File: config.mk
export PLATFORM = sky130hd
export DESIGN_NAME = dc_motor_direct_drive
export DESIGN_NICKNAME = d
export VERILOG_FILES = /design/src/verilog/dc_drive_pkg.sv /design/src/verilog/coil_bridge.sv /design/src/verilog/dc_motor_direct_drive.sv
export SDC_FILE = /design/constraint.sdc
export NUM_CORES = 1
export LEC_CHECK = 0
export ABC_AREA = 0
export BUFFER_PORTS_ARGS = -buffer_cell sky130_fd_sc_hd__buf_2
export CAP_MARGIN = 30
export CORE_AREA = 4 4 181 183
export DETAILED_ROUTE_END_ITERATION = 8
export DIE_AREA = 0 0 185 187
export HOLD_SLACK_MARGIN = 0.05
export PLACE_DENSITY = 0.68
export REMOVE_ABC_BUFFERS = 1
export SYNTH_ARGS = -nofsm -noshare
export SYNTH_HDL_FRONTEND = slang
export SYNTH_HIERARCHICAL = 1
export SYNTH_SLANG_ARGS = --single-unit
export TNS_END_PERCENT = 1
File: constraint.sdc
create_clock -name CLK -period 9.1 [get_ports CLK]
set_input_delay 1.82 -clock CLK [delete_from_list [all_inputs] [get_ports CLK]]
set_output_delay 1.82 -clock CLK [all_outputs]
set_load 0.05 [all_outputs]
File: src/verilog/dc_drive_pkg.sv
// Purpose: Constants shared by the direct-drive coil controller
// Assumes: 20 MHz clock, 32-bit register write port
// Notes: Register index is the printed offset
package dc_drive_pkg;
    localparam logic [7:0] COIL_PWM_SETPOINT_ADDR = 8'h2d;
    localparam logic [31:0] COIL_PWM_SETPOINT_RESET = 32'h0000_0000;
    localparam int COIL_A_LSB = 0;
    localparam int COIL_B_LSB = 16;
    localparam int FIELD_W = 9;
    localparam logic [8:0] FULL_SCALE = 9'h0ff;
    localparam logic [1:0] COAST_COAST_SELECT = 2'h1;
    localparam logic [7:0] PWM_PERIOD = 8'hfe;
    // Hold delay unit in clock cycles per decay step
    localparam int DECAY_STEP_CYCLES = 262144;
    // Power-down delay unit in clock cycles
    localparam int IDLE_UNIT_CYCLES = 262144;
    localparam logic [4:0] CURRENT_RESET = 5'h00;
    typedef enum logic [1:0] {
        MODE_VOLT,
        MODE_VOLT_LIMIT,
        MODE_HYST
    } chop_mode_t;
endpackage

File: src/verilog/coil_bridge.sv
// Purpose: One coil bridge: PWM or hysteresis drive for a signed setpoint
// Assumes: Setpoint is already sign extended to ten bits
// Notes: Outputs are registered
`timescale 1ns/10ps
module coil_bridge (
    // Clock and reset
    input wire logic CLK,
    input wire logic RESETN,
    // Control
    input wire logic enable,
    input wire logic hyst_mode,
    input wire logic [7:0] pwm_cnt,
    input wire logic [9:0] setpoint,
    input wire logic [7:0] duty_scale,
    input wire logic [8:0] limit,
    input wire logic [8:0] sensed,
    // Bridge
    output logic hi_a,
    output logic hi_b,
    output logic over_limit
);
    logic [8:0] mag;
    logic [15:0] prod;
    logic [7:0] duty;
    logic on, hi_a_next, hi_b_next, over_next;

    always_comb begin
        mag = setpoint[9] ? 9'(-setpoint) : setpoint[8:0];
        if (mag > 9'h0ff) begin
            mag = 9'h0ff;
        end
        prod = mag[7:0] * duty_scale;
        duty = prod[15:8];
        over_next = sensed >= limit;
        // Hysteresis drives until current reaches limit
        on = hyst_mode ? !over_next : (pwm_cnt < duty);
        hi_a_next = enable && on && !setpoint[9];
        hi_b_next = enable && on && setpoint[9];
    end

    always_ff @(posedge CLK) begin
        if (!RESETN) begin
            hi_a <= 1'b0;
            hi_b <= 1'b0;
            over_limit <= 1'b0;
        end else begin
            hi_a <= hi_a_next;
            hi_b <= hi_b_next;
            over_limit <= over_next && enable;
        end
    end
endmodule // coil_bridge

File: src/verilog/dc_motor_direct_drive.sv
// Purpose: Direct drive of two DC motors or solenoids from one setpoint
// Assumes: Register writes arrive as a one-cycle strobe with index and data
// Notes: Sense values are 9-bit unsigned magnitudes; current settings are 5-bit
`timescale 1ns/10ps
module dc_motor_direct_drive (
    // Clock and reset
    input wire logic CLK,
    input wire logic RESETN,
    // Register write/read port
    input wire logic REG_WR,
    input wire logic [7:0] REG_ADDR,
    input wire logic [31:0] REG_WDATA,
    output logic [31:0] REG_RDATA,
    // Configuration
    input wire logic DIRECT_MODE,
    input wire logic VOLT_MODE,
    input wire logic AUTOSCALE,
    input wire logic [3:0] CHOPPER_OFF_TIME,
    input wire logic [4:0] STANDSTILL_CURRENT,
    input wire logic [4:0] MOVING_CURRENT,
    input wire logic [3:0] CURRENT_DECAY_STEPS,
    input wire logic [7:0] IDLE_REDUCE_DELAY,
    input wire logic [1:0] COAST_SELECT,
    // Step input and motion controller coil drive
    input wire logic STEP,
    input wire logic [8:0] MOTION_COIL_A,
    input wire logic [8:0] MOTION_COIL_B,
    // Sensed coil currents
    input wire logic [8:0] SENSE_A,
    input wire logic [8:0] SENSE_B,
    // Bridge drive
    output logic COIL_A_POS,
    output logic COIL_A_NEG,
    output logic COIL_B_POS,
    output logic COIL_B_NEG,
    output logic BRIDGE_EN,
    output logic COASTING,
    output logic [4:0] ACTIVE_CURRENT
);
    import dc_drive_pkg::*;

    function automatic logic [9:0] sext9(input logic [8:0] v);
        return {v[8], v};
    endfunction

    function automatic logic [8:0] absval(input logic [9:0] v);
        logic [9:0] n;
        n = v[9] ? -v : v;
        return (n > 10'(FULL_SCALE)) ? FULL_SCALE : n[8:0];
    endfunction

    // ----------------------------------------------------------------
    // Register and state
    // ----------------------------------------------------------------
    typedef enum logic [1:0] {S_HOLD, S_RUN, S_DECAY} cur_state_t;

    logic [31:0] setpoint_reg, setpoint_next;
    cur_state_t state_reg, state_next;
    logic [4:0] cur_reg, cur_next;
    logic [17:0] tmr_reg, tmr_next;
    logic [7:0] units_reg, units_next;
    logic [7:0] pwm_reg, pwm_next;
    logic [7:0] reduce_reg, reduce_next;
    logic step_q_reg;
    logic [31:0] rdata_next;
    logic en_next, coast_next;

    logic [9:0] sp_a, sp_b;
    logic [8:0] mag_a, mag_b, mag_max, lim_a, lim_b, hold_lim;
    logic [8:0] sense_a_use, sense_b_use;
    logic [13:0] hold_prod;
    logic [17:0] la_prod, lb_prod;
    logic step_edge, a_is_max, hyst, over_a;
    logic [7:0] scale_a, scale_b;

    // ----------------------------------------------------------------
    // Setpoint register and current scaling
    // ----------------------------------------------------------------
    always_comb begin
        setpoint_next = setpoint_reg;
        if (REG_WR && REG_ADDR == COIL_PWM_SETPOINT_ADDR) begin
            setpoint_next = REG_WDATA;
        end
        rdata_next = (REG_ADDR == COIL_PWM_SETPOINT_ADDR) ?
            setpoint_reg : 32'h0000_0000;
        step_edge = STEP && !step_q_reg;
        state_next = state_reg;
        cur_next = cur_reg;
        tmr_next = tmr_reg;
        units_next = units_reg;
        if (step_edge) begin
            // Both coils share one current scale
            state_next = S_RUN;
            cur_next = MOVING_CURRENT;
            tmr_next = '0;
            units_next = '0;
        end else begin
            unique case (state_reg)
                S_HOLD: cur_next = STANDSTILL_CURRENT;
                S_RUN: begin
                    tmr_next = tmr_reg + 18'h1;
                    if (tmr_reg == 18'(IDLE_UNIT_CYCLES - 1)) begin
                        tmr_next = '0;
                        units_next = units_reg + 8'h1;
                        if (units_reg >= IDLE_REDUCE_DELAY) begin
                            state_next = S_DECAY;
                            units_next = '0;
                        end
                    end
                end
                S_DECAY: begin
                    tmr_next = tmr_reg + 18'h1;
                    if (tmr_reg == 18'(DECAY_STEP_CYCLES - 1)) begin
                        tmr_next = '0;
                        units_next = units_reg + 8'h1;
                        if (units_reg[3:0] >= CURRENT_DECAY_STEPS) begin
                            units_next = '0;
                            if (cur_reg > STANDSTILL_CURRENT) begin
                                cur_next = cur_reg - 5'h1;
                            end else begin
                                cur_next = STANDSTILL_CURRENT;
                                state_next = S_HOLD;
                            end
                        end
                    end
                end
            endcase
        end
    end

    // ----------------------------------------------------------------
    // Coil drive computation
    // ----------------------------------------------------------------
    always_comb begin
        // Direct drive bypasses the motion coil values
        sp_a = DIRECT_MODE ? sext9(setpoint_reg[COIL_A_LSB +: FIELD_W])
                           : sext9(MOTION_COIL_A);
        sp_b = DIRECT_MODE ? sext9(setpoint_reg[COIL_B_LSB +: FIELD_W])
                           : sext9(MOTION_COIL_B);
        mag_a = absval(sp_a);
        mag_b = absval(sp_b);
        a_is_max = mag_a >= mag_b;
        mag_max = a_is_max ? mag_a : mag_b;
        hyst = !VOLT_MODE;
        // Current limit from active current, 31 gives full scale
        hold_prod = 14'(cur_reg) * 14'h0108;
        hold_lim = (hold_prod[13:5] > FULL_SCALE) ? FULL_SCALE
                                                  : hold_prod[13:5];
        la_prod = 18'(hold_lim) * 18'(mag_a);
        lb_prod = 18'(hold_lim) * 18'(mag_b);
        if (hyst) begin
            lim_a = la_prod[16:8];
            lim_b = lb_prod[16:8];
        end else begin
            lim_a = a_is_max ? 9'(la_prod[17:8]) : 9'(lb_prod[17:8]);
            lim_b = lim_a;
        end
        // Voltage mode: sense only the larger motor, only with autoscale
        sense_a_use = (!hyst && !AUTOSCALE) ? 9'h000
                    : (!hyst ? (a_is_max ? SENSE_A : SENSE_B)
                             : SENSE_A);
        sense_b_use = hyst ? SENSE_B : 9'h000;
        pwm_next = (pwm_reg >= PWM_PERIOD) ? 8'h00 : pwm_reg + 8'h1;
        reduce_next = reduce_reg;
        if (!hyst && AUTOSCALE && pwm_reg == 8'h00) begin
            if (over_a && reduce_reg != 8'h00) begin
                reduce_next = reduce_reg - 8'h1;
            end else if (!over_a && reduce_reg != 8'hff) begin
                reduce_next = reduce_reg + 8'h1;
            end
        end else if (hyst || !AUTOSCALE) begin
            reduce_next = 8'hff;
        end
        // Shared reduction scales both PWMs
        scale_a = reduce_reg;
        scale_b = reduce_reg;
        en_next = CHOPPER_OFF_TIME != 4'h0;
        coast_next = STANDSTILL_CURRENT == 5'h00 &&
                     COAST_SELECT == COAST_COAST_SELECT;
        if (coast_next) begin
            en_next = 1'b0;
        end
    end

    coil_bridge bridge_a (
        .CLK(CLK),
        .RESETN(RESETN),
        .enable(en_next),
        .hyst_mode(hyst),
        .pwm_cnt(pwm_reg),
        .setpoint(sp_a),
        .duty_scale(scale_a),
        .limit(lim_a),
        .sensed(sense_a_use),
        .hi_a(COIL_A_POS),
        .hi_b(COIL_A_NEG),
        .over_limit(over_a)
    );

    coil_bridge bridge_b (
        .CLK(CLK),
        .RESETN(RESETN),
        .enable(en_next),
        .hyst_mode(hyst),
        .pwm_cnt(pwm_reg),
        .setpoint(sp_b),
        .duty_scale(scale_b),
        .limit(lim_b),
        .sensed(sense_b_use),
        .hi_a(COIL_B_POS),
        .hi_b(COIL_B_NEG),
        .over_limit()
    );

    always_ff @(posedge CLK) begin
        if (!RESETN) begin
            setpoint_reg <= COIL_PWM_SETPOINT_RESET;
            state_reg <= S_HOLD;
            cur_reg <= CURRENT_RESET;
            tmr_reg <= '0;
            units_reg <= '0;
            step_q_reg <= 1'b0;
            pwm_reg <= 8'h00;
            reduce_reg <= 8'hff;
            REG_RDATA <= 32'h0000_0000;
            BRIDGE_EN <= 1'b0;
            COASTING <= 1'b0;
            ACTIVE_CURRENT <= CURRENT_RESET;
        end else begin
            setpoint_reg <= setpoint_next;
            state_reg <= state_next;
            cur_reg <= cur_next;
            tmr_reg <= tmr_next;
            units_reg <= units_next;
            step_q_reg <= STEP;
            pwm_reg <= pwm_next;
            reduce_reg <= reduce_next;
            REG_RDATA <= rdata_next;
            BRIDGE_EN <= en_next;
            COASTING <= coast_next;
            ACTIVE_CURRENT <= cur_next;
        end
    end
endmodule // dc_motor_direct_drive

# [Word-level counts from Yosys, hierarchy flattened]
# Index checks and enable logic that the tools add are counted.
[totals] register_bits=121 elab_cells=147
[classes] bitwise_logic=1 muxes=43 reduce_logical=42 n_addsub=8 eq_ne=17 magnitude_cmp=14 multipliers=5
[ops] op="$mux 9" count=12
[ops] op="$mux 8" count=10
[ops] op="$mux 10" count=4
[ops] op="$mul 9x9->17" count=2
[ops] op="$mul 8x8->16" count=2
[ops] op="$ge 9x9->1" count=3
[ops] op="$gt 9x8->1 const B" count=3
[ops] op="$add 8x1->8 const B" count=3
[ops] op="$gt 10x8->1 const B" count=2
[ops] op="$mux 5" count=4
[ops] op="$neg 10->10" count=2
[ops] op="$add 18x1->18 const B" count=1
[ops] op="$eq 18x18->1 const B" count=1
[ops] op="$mux 18" count=1
[ops] op="$lt 8x8->1" count=2
[ops] op="$pmux 8 s2" count=1
[ops] op="$logic_and 1x1->1" count=15
[ops] op="$ne 3x3->1 const B" count=5
[ops] op="$reduce_and 6->1" count=2
[ops] op="$mul 5x6->11 const B" count=1
[ops] op="$mux 2" count=5
[ops] op="$ne 2x2->1 const B" count=5
[ops] op="$pmux 5 s2" count=1
[ops] op="$eq 8x6->1 const B" count=1
[ops] op="25 further kinds" count=42

# [Depth between registers and ports, before layout]
# Gate-level depths: netlist of the first run.
[depth] depth_word=14 mapped_depth=34 depth_no_buf=32

# [By module]
# The synthesis of the first run kept the hierarchy.
[by_module_without_submodules] module="dc_motor_direct_drive" seq_area_each_um2=2322.2 area_per_inst_um2=10277.4 cells_per_inst=1186 n_inst=1
[by_module_without_submodules] module="coil_bridge (bridge_b)" seq_area_each_um2=60.1 area_per_inst_um2=2600.0 cells_per_inst=300 n_inst=1
[by_module_without_submodules] module="coil_bridge (bridge_a)" seq_area_each_um2=60.1 area_per_inst_um2=2537.4 cells_per_inst=295 n_inst=1

# [Least setup slack after synthesis of the first run]
# No wires, ideal clock.
[synth_path] path_kind="input to register" start="in DIRECT_MODE" end="reg bridge_b.hi_a" path_stages=30 setup_time_ps=86 required_ps=9014 n_path_buf=3 setup_slack_ps=-367 arrival_time_ps=9382 path_cell_list="buf_6 > buf_6 > buf_4 > mux2i_1 > inv_1 > nor4b_4 > a211oi_2 > a211oi_1 > nand2_1 > and2_1 > fa_1 > fa_1 > inv_1 > fa_1 > fa_1 > inv_1 > ha_1 > a2111o_1 > o21bai_1 > or3b_4 > a31oi_4 > nor3_2 > or3_4 > a21oi_2 > xnor2_1 > ha_1 > and3_1 > a2111oi_0 > o211ai_1 > a211oi_1"
[synth_via] elab_chain_len=13 word_cells_on_any_way=26 classes_between="add/sub: 2; mul: 3; order compare: 6; mux: 11; reduce/logical: 4"
[synth_lines] item="start: declaration" line_no="dc_motor_direct_drive.sv:15" text="input wire logic DIRECT_MODE,"
[synth_lines] item="$mux 10 *" line_no="dc_motor_direct_drive.sv:138" text="sp_b = DIRECT_MODE ? sext9(setpoint_reg[COIL_B_LSB +: FIELD_W])"
[synth_lines] item="named net sp_b[6]" line_no="dc_motor_direct_drive.sv:68" text="logic [9:0] sp_a, sp_b;"
[synth_lines] item="$neg 10->10" line_no="coil_bridge.sv:28" text="mag = setpoint[9] ? 9'(-setpoint) : setpoint[8:0];"
[synth_lines] item="$mux 10" line_no="dc_motor_direct_drive.sv:48" text="n = v[9] ? -v : v;"
[synth_lines] item="$gt 10x8->1" line_no="dc_motor_direct_drive.sv:49" text="return (n > 10'(FULL_SCALE)) ? FULL_SCALE : n[8:0];"
[synth_lines] item="$mux 9" line_no="dc_motor_direct_drive.sv:49"
[synth_lines] item="$mul 9x9->17 / $ge 9x9->1 (equally long branches)" line_no="dc_motor_direct_drive.sv:150, dc_motor_direct_drive.sv:142"
[synth_lines] item="$mux 9" line_no="dc_motor_direct_drive.sv:155" text="lim_a = a_is_max ? 9'(la_prod[17:8]) : 9'(lb_prod[17:8]);"
[synth_lines] item="$mux 9" line_no="dc_motor_direct_drive.sv:151" text="if (hyst) begin"
[synth_lines] item="$ge 9x9->1" line_no="coil_bridge.sv:34" text="over_next = sensed >= limit;"
[synth_lines] item="$logic_not 1->1" line_no="coil_bridge.sv:36" text="on = hyst_mode ? !over_next : (pwm_cnt < duty);"
[synth_lines] item="$mux 1 *" line_no="coil_bridge.sv:36"
[synth_lines] item="$logic_and 1x1->1 * (2 in series)" line_no="coil_bridge.sv:37" text="hi_a_next = enable && on && !setpoint[9];"
[synth_lines] item="end signal: assignment" line_no="coil_bridge.sv:47" text="hi_a <= hi_a_next;"
[synth_lines] item="end: declaration" line_no="coil_bridge.sv:18" text="output logic hi_a,"
# Mark *: on every way through the listed nets, which the timed path passes. The rest lies on a longest branch.
# A chain may end at the register's enable or synchronous reset.

# [Worst setup path after layout of the first run]
[layout_path] start="in DIRECT_MODE" end="reg bridge_a.hi_b"
[layout_via] word_cells_on_any_way=28 classes_between="add/sub: 2; mul: 3; order compare: 6; mux: 14; reduce/logical: 3"
[layout_lines] item="$mux 10 *" line_no="dc_motor_direct_drive.sv:136" text="sp_a = DIRECT_MODE ? sext9(setpoint_reg[COIL_A_LSB +: FIELD_W])"
[layout_lines] item="named net sp_a[5]" line_no="dc_motor_direct_drive.sv:68"
[layout_lines] item="$neg 10->10" line_no="coil_bridge.sv:28"
[layout_lines] item="$mux 10 *" line_no="dc_motor_direct_drive.sv:48"
[layout_lines] item="$gt 10x8->1" line_no="dc_motor_direct_drive.sv:49"
[layout_lines] item="$mux 9 *" line_no="dc_motor_direct_drive.sv:49"
[layout_lines] item="$mul 9x9->17 / $ge 9x9->1 (equally long branches)" line_no="dc_motor_direct_drive.sv:149, dc_motor_direct_drive.sv:142"
[layout_lines] item="$mux 9" line_no="dc_motor_direct_drive.sv:155"
[layout_lines] item="$mux 9 *" line_no="dc_motor_direct_drive.sv:151"
[layout_lines] item="named net lim_a[3]" line_no="dc_motor_direct_drive.sv:69" text="logic [8:0] mag_a, mag_b, mag_max, lim_a, lim_b, hold_lim;"
[layout_lines] item="$ge 9x9->1 *" line_no="coil_bridge.sv:34"
[layout_lines] item="$logic_not 1->1 *" line_no="coil_bridge.sv:36"
[layout_lines] item="$mux 1 *" line_no="coil_bridge.sv:36"
[layout_lines] item="$logic_and 1x1->1 * (2 in series)" line_no="coil_bridge.sv:38" text="hi_b_next = enable && on && setpoint[9];"
[layout_lines] item="end signal: assignment" line_no="coil_bridge.sv:48" text="hi_b <= hi_b_next;"
[layout_lines] item="end: declaration" line_no="coil_bridge.sv:19" text="output logic hi_b,"
# Marks and branches as above.

==> insert_results.sql, run 1 <==
INSERT INTO impl_metrics (metric_group, metric, value, unit) VALUES
('worst_setup_path', 'launch_instance_of_the_worst_register_to_register_path', 'cur_reg[3]$_SDFFE_PN0P_', ''),
('cells_and_area', 'share_of_final_layout_standard_cells_stronger_than_drive_strength_1', '0.204', ''),
('min_path', 'hold_path.class', 'flip-flop to flip-flop', ''),
('worst_setup_path', 'worst-endpoint-required', '9.44', 'ns'),
('logic_synthesis', 'synth_area', '0.0154', 'mm^2'),
('worst_setup_path', 'worstReg2RegEnd', 'bridge_a/hi_b$_SDFF_PN0_', ''),
('worst_setup_path', 'worst_r2r_path_depth', '27', ''),
('worst_setup_path', 'crit_path_top_delay_cell', 'fa_1', ''),
('power_and_ir_drop', 'power.density', '328', 'mW/mm^2'),
('clocking', 'cts-hold-fix-buffers', '0', ''),
('grt', 'grt_usage', '0.232', ''),
('grt', 'antenna_found_initial', '6', ''),
('clocking', 'worst_skew_pair.late_latency', '0.43', 'ns'),
('sta', 'holdWs', '0.451', 'ns'),
('cells_and_area', 'design_area', '0.0184', 'mm^2'),
('worst_setup_path', 'critical_path.startpoint_type', 'input port', ''),
('cells_and_area', 'finalNonFillerCells', '2491', ''),
('worst_setup_path', 'crit_path_max_fanout', '9', ''),
('floorplanning', 'design.core.area', '0.0312', 'mm^2'),
('grt', 'grt_first_pass_wirelength', '66300', 'um'),
('sta', 'timing.final.max_slew_violations', '0', ''),
('cells_and_area', 'final-seq-area', '0.00242', 'mm^2'),
('routing', 'wl', '39500', 'um'),
('place', 'dp.final_hpwl', '32600', 'um'),
('place', 'placedCellCount', '2458', ''),
('routing', 'antenna_violating_nets_post_route', '0', ''),
('sta', 'finalCritPeriodShare', '0.961', ''),
('sta', 'skew', '0.0119', 'ns'),
('cells_and_area', 'n_fill_cell', '2774', ''),
('sta', 'worstMarginPinSlew', '1.03', 'ns'),
('floorplanning', 'die_width', '185', 'um'),
('place', 'placement.setup.worst_slack', '-0.417', 'ns'),
('logic_synthesis', 'syn_avg_cell_area', '8.65', 'um^2'),
('clocking', 'cts_buffer_depth', '2', ''),
('routing', 'drc_errors', '0', ''),
('power_and_ir_drop', 'post_layout_total_power', '6.06', 'mW'),
('cells_and_area', 'finish.utilization', '0.591', ''),
('worst_setup_path', 'crit_path_frequent_cell', 'inv_1', ''),
('sta', 'relSlewSlack', '0.312', ''),
('clocking', 'clk_pin_slew', '0.07', 'ns'),
('place', 'dpl-instance-area', '0.0177', 'mm^2'),
('sta', 'fin_crit', '8.74', 'ns'),
('power_and_ir_drop', 'p_leak', '9.50', 'nW'),
('routing', 'detailroute.via_count', '13086', ''),
('cells_and_area', 'layout-area-overhead-vs-synth', '19.9', '%'),
('sta', 'tns', '0', 'ns'),
('floorplanning', 'die_h', '187', 'um'),
('clocking', 'cts_buffers', '17', ''),
('routing', 'drtPass1Iterations', '5', ''),
('routing', 'drt-initial-drc-count', '641', ''),
('worst_setup_path', 'crit_path_start', 'DIRECT_MODE', ''),
('worst_setup_path', 'critical_path_sink', 'bridge_a/hi_b$_SDFF_PN0_', ''),
('place', 'routabilityCongestion', '0.933', ''),
('sta', 'fmax', '0.114', 'GHz'),
('job', 'drv.max_cap_violation_count', '0', ''),
('worst_setup_path', 'critical_path.endpoint_type', 'flip-flop', ''),
('sta', 'hold_violations', '0', ''),
('place', 'portBuffers', '153', ''),
('floorplanning', 'design.portCount', '154', ''),
('sta', 'report.final.setup_viol', '0', ''),
('power_and_ir_drop', 'vdd.ir_drop.worst', '0.338', 'mV'),
('worst_setup_path', 'r2r_setup_slk', '1.62', 'ns'),
('sta', 'worst_slack', '0.359', 'ns'),
('clocking', 'clock_sink_count', '121', ''),
('worst_setup_path', 'timing.critical_path.slowest_cell_delay', '0.56', 'ns'),
('logic_synthesis', 'syn-instance-count', '1779', ''),
('clocking', 'clock-root-buffer', 'clkbuf_16', ''),
('grt', 'first_global_vias', '13905', ''),
('routing', 'drt-wirelength-per-cell', '15.8', 'um'),
('routing', 'viasPerCell', '5.25', ''),
('clocking', 'tritoncts', 'built', ''),
('cells_and_area', 'total_area_of_multi_input_combinational_cells', '0.0120', 'mm^2'),
('floorplanning', 'die_area', '0.0346', 'mm^2'),
('worst_setup_path', 'crit_type', 'input port to flip-flop', ''),
('cells_and_area', 'fin_nets', '2547', ''),
('min_path', 'hold_path_depth', '2', ''),
('outcome', 'outcome', 'finished, final reports clean', ''),
('floorplanning', 'initial_core_util', '0.493', ''),
('grt', 'grt_max_degree', '56', ''),
('clocking', 'cts_htree_levels', '4', ''),
('worst_setup_path', 'crit_arrival', '9.08', 'ns'),
('floorplanning', 'num_rows', '65', ''),
('logic_synthesis', 'ys_warn_count', '6', ''),
('grt', 'grt_remaining_overflow', '0', '');
[final cells by class]
cell class              instances  area share
clock inverters                13     0.00800
well taps                     402      0.0273
repair buffers                307       0.108
inverters                     264      0.0537
flip-flops and latches        121       0.131
diodes                          1    0.000136
multi-input cells            1366       0.649
clock buffers                  17      0.0231
[critical path, delay by kind of cell]
family	cells	cell delay [ns]
mux	2	0.49
fa+ha+maj	6	2.73
compound gates	10	2.37
simple gates	3	0.79
buf+inv	9	0.88
[placed cells by master (no fill, tap or decap), drive strengths merged, types with 13 or more instances in the layout]
master  instances
xnor2          46
o21ai          40
and2          127
ha            210
conb           16
inv           266
a21o           18
mux2i          45
clkbuf         17
nor3           25
nand4          18
nand2b         18
xor2           42
nand3          21
fa            149
a211oi         13
nor2b          22
dfxtp         121
a21oi          81
and3           50
buf           307
nor2          106
nand2         178
mux2           17
[per-layer routing]
| metal | up-vias | track usage | share of wire |
|---|---|---|---|
| met4 | 8 | 0.0570 | 0.022 |
| met3 | 67 | 0.0506 | 0.055 |
| li1 | 6440 | - | - |
| met2 | 288 | 0.397 | 0.49 |
| met5 | - | 0 | 0.0012 |
| met1 | 6283 | 0.298 | 0.43 |
[timing repair]
item,in CTS,in global routing
resized for setup,0,32
buffers inserted,0,2
setup endpoints to repair,0,4
[how the worst min path moves through the flow]
stage                                             start                       endpoint
after floorplan           setpoint_reg[10]$_SDFFE_PN0P_  setpoint_reg[10]$_SDFFE_PN0P_
after global placement    setpoint_reg[14]$_SDFFE_PN0P_  setpoint_reg[14]$_SDFFE_PN0P_
after detailed placement  setpoint_reg[10]$_SDFFE_PN0P_  setpoint_reg[10]$_SDFFE_PN0P_
after CTS                 setpoint_reg[10]$_SDFFE_PN0P_  setpoint_reg[10]$_SDFFE_PN0P_
after global routing      setpoint_reg[10]$_SDFFE_PN0P_  setpoint_reg[10]$_SDFFE_PN0P_
final                     setpoint_reg[13]$_SDFFE_PN0P_  setpoint_reg[13]$_SDFFE_PN0P_
[power breakdown]
part / total, mW / leakage [nW] / switching [mW] / internal, mW
sequential: 0.569 / 0.979 / 0.0266 / 0.542
clock: 0.669 / 0.268 / 0.267 / 0.402
combinational: 4.82 / 8.25 / 2.53 / 2.29
No activity file was read; power rests on OpenSTA's default activity.
==> run 2, diff against run 1 <==
Settings changed: RECOVER_POWER set to 50.
==> insert_results.sql, run 2 (synthesis gave the netlist of run 1 again) <==
INSERT INTO impl_metrics (metric_group, metric, value, unit) VALUES
('place', 'dpl-instance-area', '0.0177', 'mm^2'),
('routing', 'viasPerCell', '5.26', ''),
('clocking', 'cts_buffer_depth', '2', ''),
('clocking', 'clock-root-buffer', 'clkbuf_16', ''),
('power_and_ir_drop', 'p_leak', '9.35', 'nW'),
('routing', 'drtPass1Iterations', '5', ''),
('floorplanning', 'design.core.area', '0.0312', 'mm^2'),
('routing', 'antenna_violating_nets_post_route', '0', ''),
('sta', 'skew', '0.0119', 'ns'),
('floorplanning', 'num_rows', '65', ''),
('worst_setup_path', 'critical_path.endpoint_type', 'flip-flop', ''),
('grt', 'first_global_vias', '13905', ''),
('grt', 'antenna_found_initial', '6', ''),
('cells_and_area', 'layout.cells.most_common_list', 'inv_1 (262), ha_1 (208), nand2_1 (176), buf_4 (149), fa_1 (148)', ''),
('cells_and_area', 'layout-area-overhead-vs-synth', '19.6', '%'),
('outcome', 'outcome', 'finished, violations left', ''),
('clocking', 'clock_sink_count', '121', ''),
('worst_setup_path', 'cp_top_family', 'adder cells', ''),
('floorplanning', 'design.portCount', '154', ''),
('routing', 'drc_errors', '0', ''),
('worst_setup_path', 'crit_arrival', '9.10', 'ns'),
('routing', 'detailroute.via_count', '13101', ''),
('sta', 'hold_violations', '0', ''),
('place', 'dp.final_hpwl', '32600', 'um'),
('sta', 'fin_crit', '8.76', 'ns'),
('clocking', 'cts_htree_levels', '4', ''),
('worst_setup_path', 'critical_path.startpoint_type', 'input port', ''),
('sta', 'finalCritPeriodShare', '0.963', ''),
('sta', 'timing.final.max_slew_violations', '56', ''),
('routing', 'drt-initial-drc-count', '627', ''),
('floorplanning', 'initial_core_util', '0.493', ''),
('routing', 'wl', '39500', 'um'),
('grt', 'grt_remaining_overflow', '0', ''),
('outcome', 'violations', 'max-capacitance violations, max-slew violations', ''),
('cells_and_area', 'share_of_final_layout_standard_cells_stronger_than_drive_strength_1', '0.188', ''),
('min_path', 'hold_path.class', 'flip-flop to flip-flop', ''),
('worst_setup_path', 'timing.critical_path.slowest_cell_delay', '0.56', 'ns'),
('sta', 'worstMarginPinSlew', '2.31', 'ns'),
('worst_setup_path', 'crit_path_max_fanout', '9', ''),
('clocking', 'cts_buffers', '17', ''),
('floorplanning', 'die_area', '0.0346', 'mm^2'),
('sta', 'tns', '0', 'ns'),
('worst_setup_path', 'crit_type', 'input port to flip-flop', ''),
('worst_setup_path', 'crit_path_frequent_cell', 'inv_1', ''),
('worst_setup_path', 'crit_path_top_delay_cell', 'fa_1', ''),
('place', 'portBuffers', '153', ''),
('routing', 'drt-wirelength-per-cell', '15.8', 'um'),
('cells_and_area', 'fin_nets', '2547', ''),
('sta', 'relSlewSlack', '-0.542', ''),
('grt', 'grt_first_pass_wirelength', '66300', 'um'),
('grt', 'grt_usage', '0.232', ''),
('power_and_ir_drop', 'vdd.ir_drop.worst', '0.338', 'mV'),
('power_and_ir_drop', 'power.density', '329', 'mW/mm^2'),
('place', 'routabilityCongestion', '0.933', ''),
('sta', 'report.final.setup_viol', '0', ''),
('clocking', 'tritoncts', 'built', ''),
('cells_and_area', 'most_frequent_standard_cell_in_the_layout_excluding_fill_and_tap_cells', 'inv_1', ''),
('worst_setup_path', 'cp.buffers_inverters', '9', ''),
('power_and_ir_drop', 'post_layout_total_power', '6.06', 'mW'),
('job', 'drv.max_cap_violation_count', '1', ''),
('clocking', 'clk_pin_slew', '0.07', 'ns'),
('floorplanning', 'die_h', '187', 'um'),
('grt', 'grt_max_degree', '56', ''),
('cells_and_area', 'design_area', '0.0184', 'mm^2'),
('worst_setup_path', 'worst-endpoint-required', '9.44', 'ns'),
('clocking', 'worst_skew_pair.late_latency', '0.43', 'ns'),
('sta', 'fmax', '0.114', 'GHz'),
('floorplanning', 'die_width', '185', 'um');
[run 2: where the power goes]
part | total [mW] | internal, mW | switching, mW
logic | 4.82 | 2.29 | 2.53
clock network | 0.669 | 0.402 | 0.267
registers | 0.569 | 0.542 | 0.0266
total | 6.06 | 3.23 | 2.83
[run 2: path summary, 6_finish.rpt]
check	startpoint	end	depth (start not counted)	slack [ns]
worst max-delay path	DIRECT_MODE	bridge_a/hi_b$_SDFF_PN0_	30	0.34
worst min-delay path	setpoint_reg[28]$_SDFFE_PN0P_	setpoint_reg[28]$_SDFFE_PN0P_	2	0.45
worst max register to register	setpoint_reg[17]$_SDFFE_PN0P_	bridge_b/hi_b$_SDFF_PN0_	30	1.64
worst min register to register	setpoint_reg[28]$_SDFFE_PN0P_	setpoint_reg[28]$_SDFFE_PN0P_	2	0.45
[run 2: per-stage QoR]
| stage | std cells | util | setup WS [ns] | hold slack [ns] |
|---|---|---|---|---|
| after floorplan | 1751 | - | -0.125 | 0.432 |
| after global placement | 2455 | 0.565 | -0.142 | 0.438 |
| after detailed placement | 2458 | 0.567 | -0.417 | 0.442 |
| after CTS | 2488 | 0.586 | 0.0320 | 0.450 |
| after global routing | 2490 | 0.589 | -0.0455 | 0.474 |
| final | 2491 | 0.589 | 0.339 | 0.450 |
[run 2: final cells by class]
type	instances	area (um^2)
antenna	1	2.50
sequential	121	2420
timing repair buffer	307	1940
tap	402	503
fill	2786	12800
multi-input combinational	1366	12000
clock buffer	17	425
clock inverter	13	148
inverter	264	991
[run 2: metal layers]
| metal | GRT usage | part of all wire |
|---|---|---|
| met5 | 0 | 0.0012 |
| met3 | 0.0506 | 0.055 |
| met1 | 0.298 | 0.44 |
| met2 | 0.397 | 0.49 |
| met4 | 0.0570 | 0.022 |
[run 2: timing repair]
| action | in CTS | in global routing |
|---|---|---|
| buffers inserted | 0 | 2 |
| hold buffers | 0 | 0 |
| resized for setup | 0 | 32 |
| hold endpoints to repair | 0 | 0 |
| setup endpoints to repair | 0 | 4 |
[run 2: tightest hold or removal path: cells and delay by family (launching register included)]
kind             cells  cell delay [ns]
flip-flops           1             0.30
AND/OR/NAND/NOR      1             0.05
AO/OA/AOI/OAI        1             0.05
==> run 3, diff against run 2 <==
Settings changed: CELL_PAD_IN_SITES_DETAIL_PLACEMENT set to 0, CELL_PAD_IN_SITES_GLOBAL_PLACEMENT set to 2, CORE_AREA 4 4 181 183 to 4 4 218 220, DIE_AREA 0 0 185 187 to 0 0 222 224, PLACE_DENSITY 0.68 to 0.75.
Clock period 9.1 ns to 7.65 ns, I/O delays scaled along.
==> insert_results.sql, run 3 (synthesis gave the netlist of run 1 again) <==
INSERT INTO impl_metrics (metric_group, metric, value, unit) VALUES
('outcome', 'outcome', 'finished, violations left', ''),
('outcome', 'violations', 'negative setup slack', ''),
('grt', 'grt_max_degree', '56', ''),
('cells_and_area', 'finish.utilization', '0.446', ''),
('worst_setup_path', 'worst_r2r_path_depth', '30', ''),
('sta', 'timing.final.max_slew_violations', '0', ''),
('sta', 'worst_slack', '-0.412', 'ns'),
('power_and_ir_drop', 'relative_contribution_of_sequential_cells_to_total_power', '0.080', ''),
('sta', 'rsz0062_at_grt', 'yes', ''),
('worst_setup_path', 'crit_type', 'input port to flip-flop', ''),
('grt', 'first_global_vias', '13970', ''),
('sta', 'worstMarginPinSlew', '1.49', 'ns'),
('routing', 'detailroute.via_count', '13341', ''),
('grt', 'globalRouteMet2Util', '0.310', ''),
('power_and_ir_drop', 'p_sw_frac', '0.442', ''),
('routing', 'drt-initial-drc-count', '578', ''),
('cells_and_area', 'n_fill_cell', '4549', ''),
('cells_and_area', 'layout-area-overhead-vs-synth', '31.2', '%'),
('clocking', 'cts_htree_levels', '4', ''),
('worst_setup_path', 'r2r_setup_slk', '0.50', 'ns'),
('floorplanning', 'die_area', '0.0497', 'mm^2'),
('sta', 'skew', '0.0165', 'ns'),
('worst_setup_path', 'critical_path.startpoint_type', 'input port', ''),
('worst_setup_path', 'crit_path_max_fanout', '7', ''),
('place', 'placedCellCount', '2753', ''),
('clocking', 'cts_buffer_depth', '2', ''),
('place', 'dp.final_hpwl', '36700', 'um'),
('grt', 'global_route.peak_usage_layer', 'met2', ''),
('clocking', 'clock-root-buffer', 'clkbuf_16', ''),
('clocking', 'clock_sink_count', '121', ''),
('worst_setup_path', 'worstReg2RegEnd', 'bridge_b/hi_a$_SDFF_PN0_', ''),
('floorplanning', 'initial_core_util', '0.340', ''),
('grt', 'grt_first_pass_wirelength', '73500', 'um'),
('cells_and_area', 'layout.cells.most_common_list', 'buf_4 (265), inv_1 (251), ha_1 (201), nand2_1 (169), fa_1 (144)', ''),
('min_path', 'startpoint_of_the_tightest_hold_check_path', 'setpoint_reg[11]$_SDFFE_PN0P_', ''),
('floorplanning', 'num_rows', '78', ''),
('grt', 'globalRouteMet1Util', '0.249', ''),
('power_and_ir_drop', 'power.density', '412', 'mW/mm^2'),
('floorplanning', 'design.core.area', '0.0453', 'mm^2'),
('place', 'routabilityCongestion', '0.862', ''),
('floorplanning', 'die_width', '222', 'um'),
('sta', 'report.final.setup_viol', '5', ''),
('routing', 'wl', '44800', 'um'),
('clocking', 'worst_skew_pair.late_latency', '0.45', 'ns'),
('worst_setup_path', 'worst-endpoint-required', '8.00', 'ns'),
('grt', 'antenna_found_initial', '1', ''),
('min_path', 'hold_path_depth', '2', ''),
('worst_setup_path', 'cp_top_family', 'adder cells', ''),
('cells_and_area', 'share_of_final_layout_standard_cells_stronger_than_drive_strength_1', '0.271', ''),
('power_and_ir_drop', 'p_leak', '10.1', 'nW'),
('routing', 'drtPass1Iterations', '5', ''),
('grt', 'grt_remaining_overflow', '0', ''),
('worst_setup_path', 'crit_path_top_delay_cell', 'fa_1', ''),
('sta', 'fmax', '0.124', 'GHz'),
('worst_setup_path', 'cp.buffers_inverters', '9', ''),
('power_and_ir_drop', 'power_report.internal_total', '4.63', 'mW'),
('min_path', 'hold_end', 'setpoint_reg[11]$_SDFFE_PN0P_', ''),
('grt', 'grt_usage', '0.181', ''),
('power_and_ir_drop', 'clock_power_share', '0.102', ''),
('sta', 'hold_violations', '0', ''),
('routing', 'drt-wirelength-per-cell', '15.9', 'um'),
('grt', 'groute.layer.met3.usage', '0.0253', ''),
('clocking', 'tritoncts', 'built', ''),
('worst_setup_path', 'launch_instance_of_the_worst_register_to_register_path', 'setpoint_reg[17]$_SDFFE_PN0P_', ''),
('power_and_ir_drop', 'power.switching', '3.68', 'mW'),
('cells_and_area', 'fin_nets', '2668', ''),
('place', 'portBuffers', '153', ''),
('power_and_ir_drop', 'combinationalPowerShare', '0.818', ''),
('sta', 'fin_crit', '8.06', 'ns'),
('cells_and_area', 'finalNonFillerCells', '2812', ''),
('place', 'placement.setup.worst_slack', '-1.40', 'ns'),
('cells_and_area', 'most_frequent_standard_cell_in_the_layout_excluding_fill_and_tap_cells', 'buf_4', ''),
('job', 'drv.max_cap_violation_count', '0', ''),
('sta', 'finalCritPeriodShare', '1.05', ''),
('min_path', 'hold_path.class', 'flip-flop to flip-flop', ''),
('floorplanning', 'die_h', '224', 'um'),
('sta', 'relSlewSlack', '0.00931', ''),
('routing', 'antenna_violating_nets_post_route', '0', ''),
('routing', 'viasPerCell', '4.74', ''),
('routing', 'drc_errors', '0', ''),
('worst_setup_path', 'critical_path.endpoint_type', 'flip-flop', ''),
('clocking', 'cts_buffers', '17', ''),
('floorplanning', 'design.portCount', '154', ''),
('worst_setup_path', 'timing.critical_path.slowest_cell_delay', '0.54', 'ns'),
('clocking', 'clk_pin_slew', '0.07', 'ns'),
('worst_setup_path', 'crit_arrival', '8.42', 'ns'),
('power_and_ir_drop', 'vdd.ir_drop.worst', '0.552', 'mV');
## run 3: worst max path at each step
stage                      startpoint                        to  slack, ns  depth (start not counted)
final                     DIRECT_MODE  bridge_b/hi_a$_SDFF_PN0_      -0.41                         32
after global routing      DIRECT_MODE  bridge_b/hi_a$_SDFF_PN0_      -0.72                         32
after CTS                 DIRECT_MODE  bridge_b/hi_b$_SDFF_PN0_      -0.41                         29
after detailed placement  DIRECT_MODE  bridge_b/hi_b$_SDFF_PN0_      -1.40                         30
after global placement    DIRECT_MODE  bridge_b/hi_b$_SDFF_PN0_      -1.24                         30
after floorplan           DIRECT_MODE  bridge_b/hi_a$_SDFF_PN0_      -1.29                         29
## run 3: worst min-delay path: stages (launching register included)
cell and delay, ns:
dfxtp_1 0.30, nand2_1 0.05, a21oi_1 0.05
## run 3: timing repair
action / in CTS / in global routing
gates resized for setup: 97 / 67
pin swaps: 60 / 53
hold buffers: 0 / 0
endpoints found under the setup margin: 5 / 5
gates cloned: 1 / 0
buffers inserted: 19 / 8
## run 3: per-stage QoR
step / hold WS (ns) / TNS (ns) / total power, mW / area [um^2]
finish: 0.451 / -1.92 / 8.31 / 20200
global placement: 0.437 / -5.87 / 6.95 / 18600
global route: 0.461 / -3.55 / 9.38 / 20200
CTS: 0.451 / -1.98 / 8.26 / 19800
detailed placement: 0.442 / -6.37 / 7.10 / 18700
floorplan: 0.432 / -3.79 / 4.92 / 15300
## run 3: routing by layer
metal / routed length (um) / vias up
met3: 1260 / 28
met5: 13 / -
met4: 452 / 2
met1: 21000 / 6430
met2: 22100 / 186
li1: - / 6695
## run 3: area by class of cell
type                       count  area [um^2]  share of cell area
antenna                        1         2.50            0.000124
clock buffer                  17          425              0.0211
clock inverter                15          183             0.00905
inverter                     264          993              0.0492
multi-input combinational   1366        12500               0.621
sequential                   121         2420               0.120
tap                          600          751              0.0372
timing repair buffer         428         2880               0.142
## run 3: power by group through the flow
stage          clock network, mW  registers [mW]  logic [mW]
2_1_floorplan                  0           0.701        4.22
3_3_place_gp                   0           0.682        6.27
3_5_place_dp                   0           0.682        6.42
4_1_cts                    0.868           0.668        6.73
5_1_grt                    0.894           0.670        7.82
6_report                   0.847           0.669        6.79
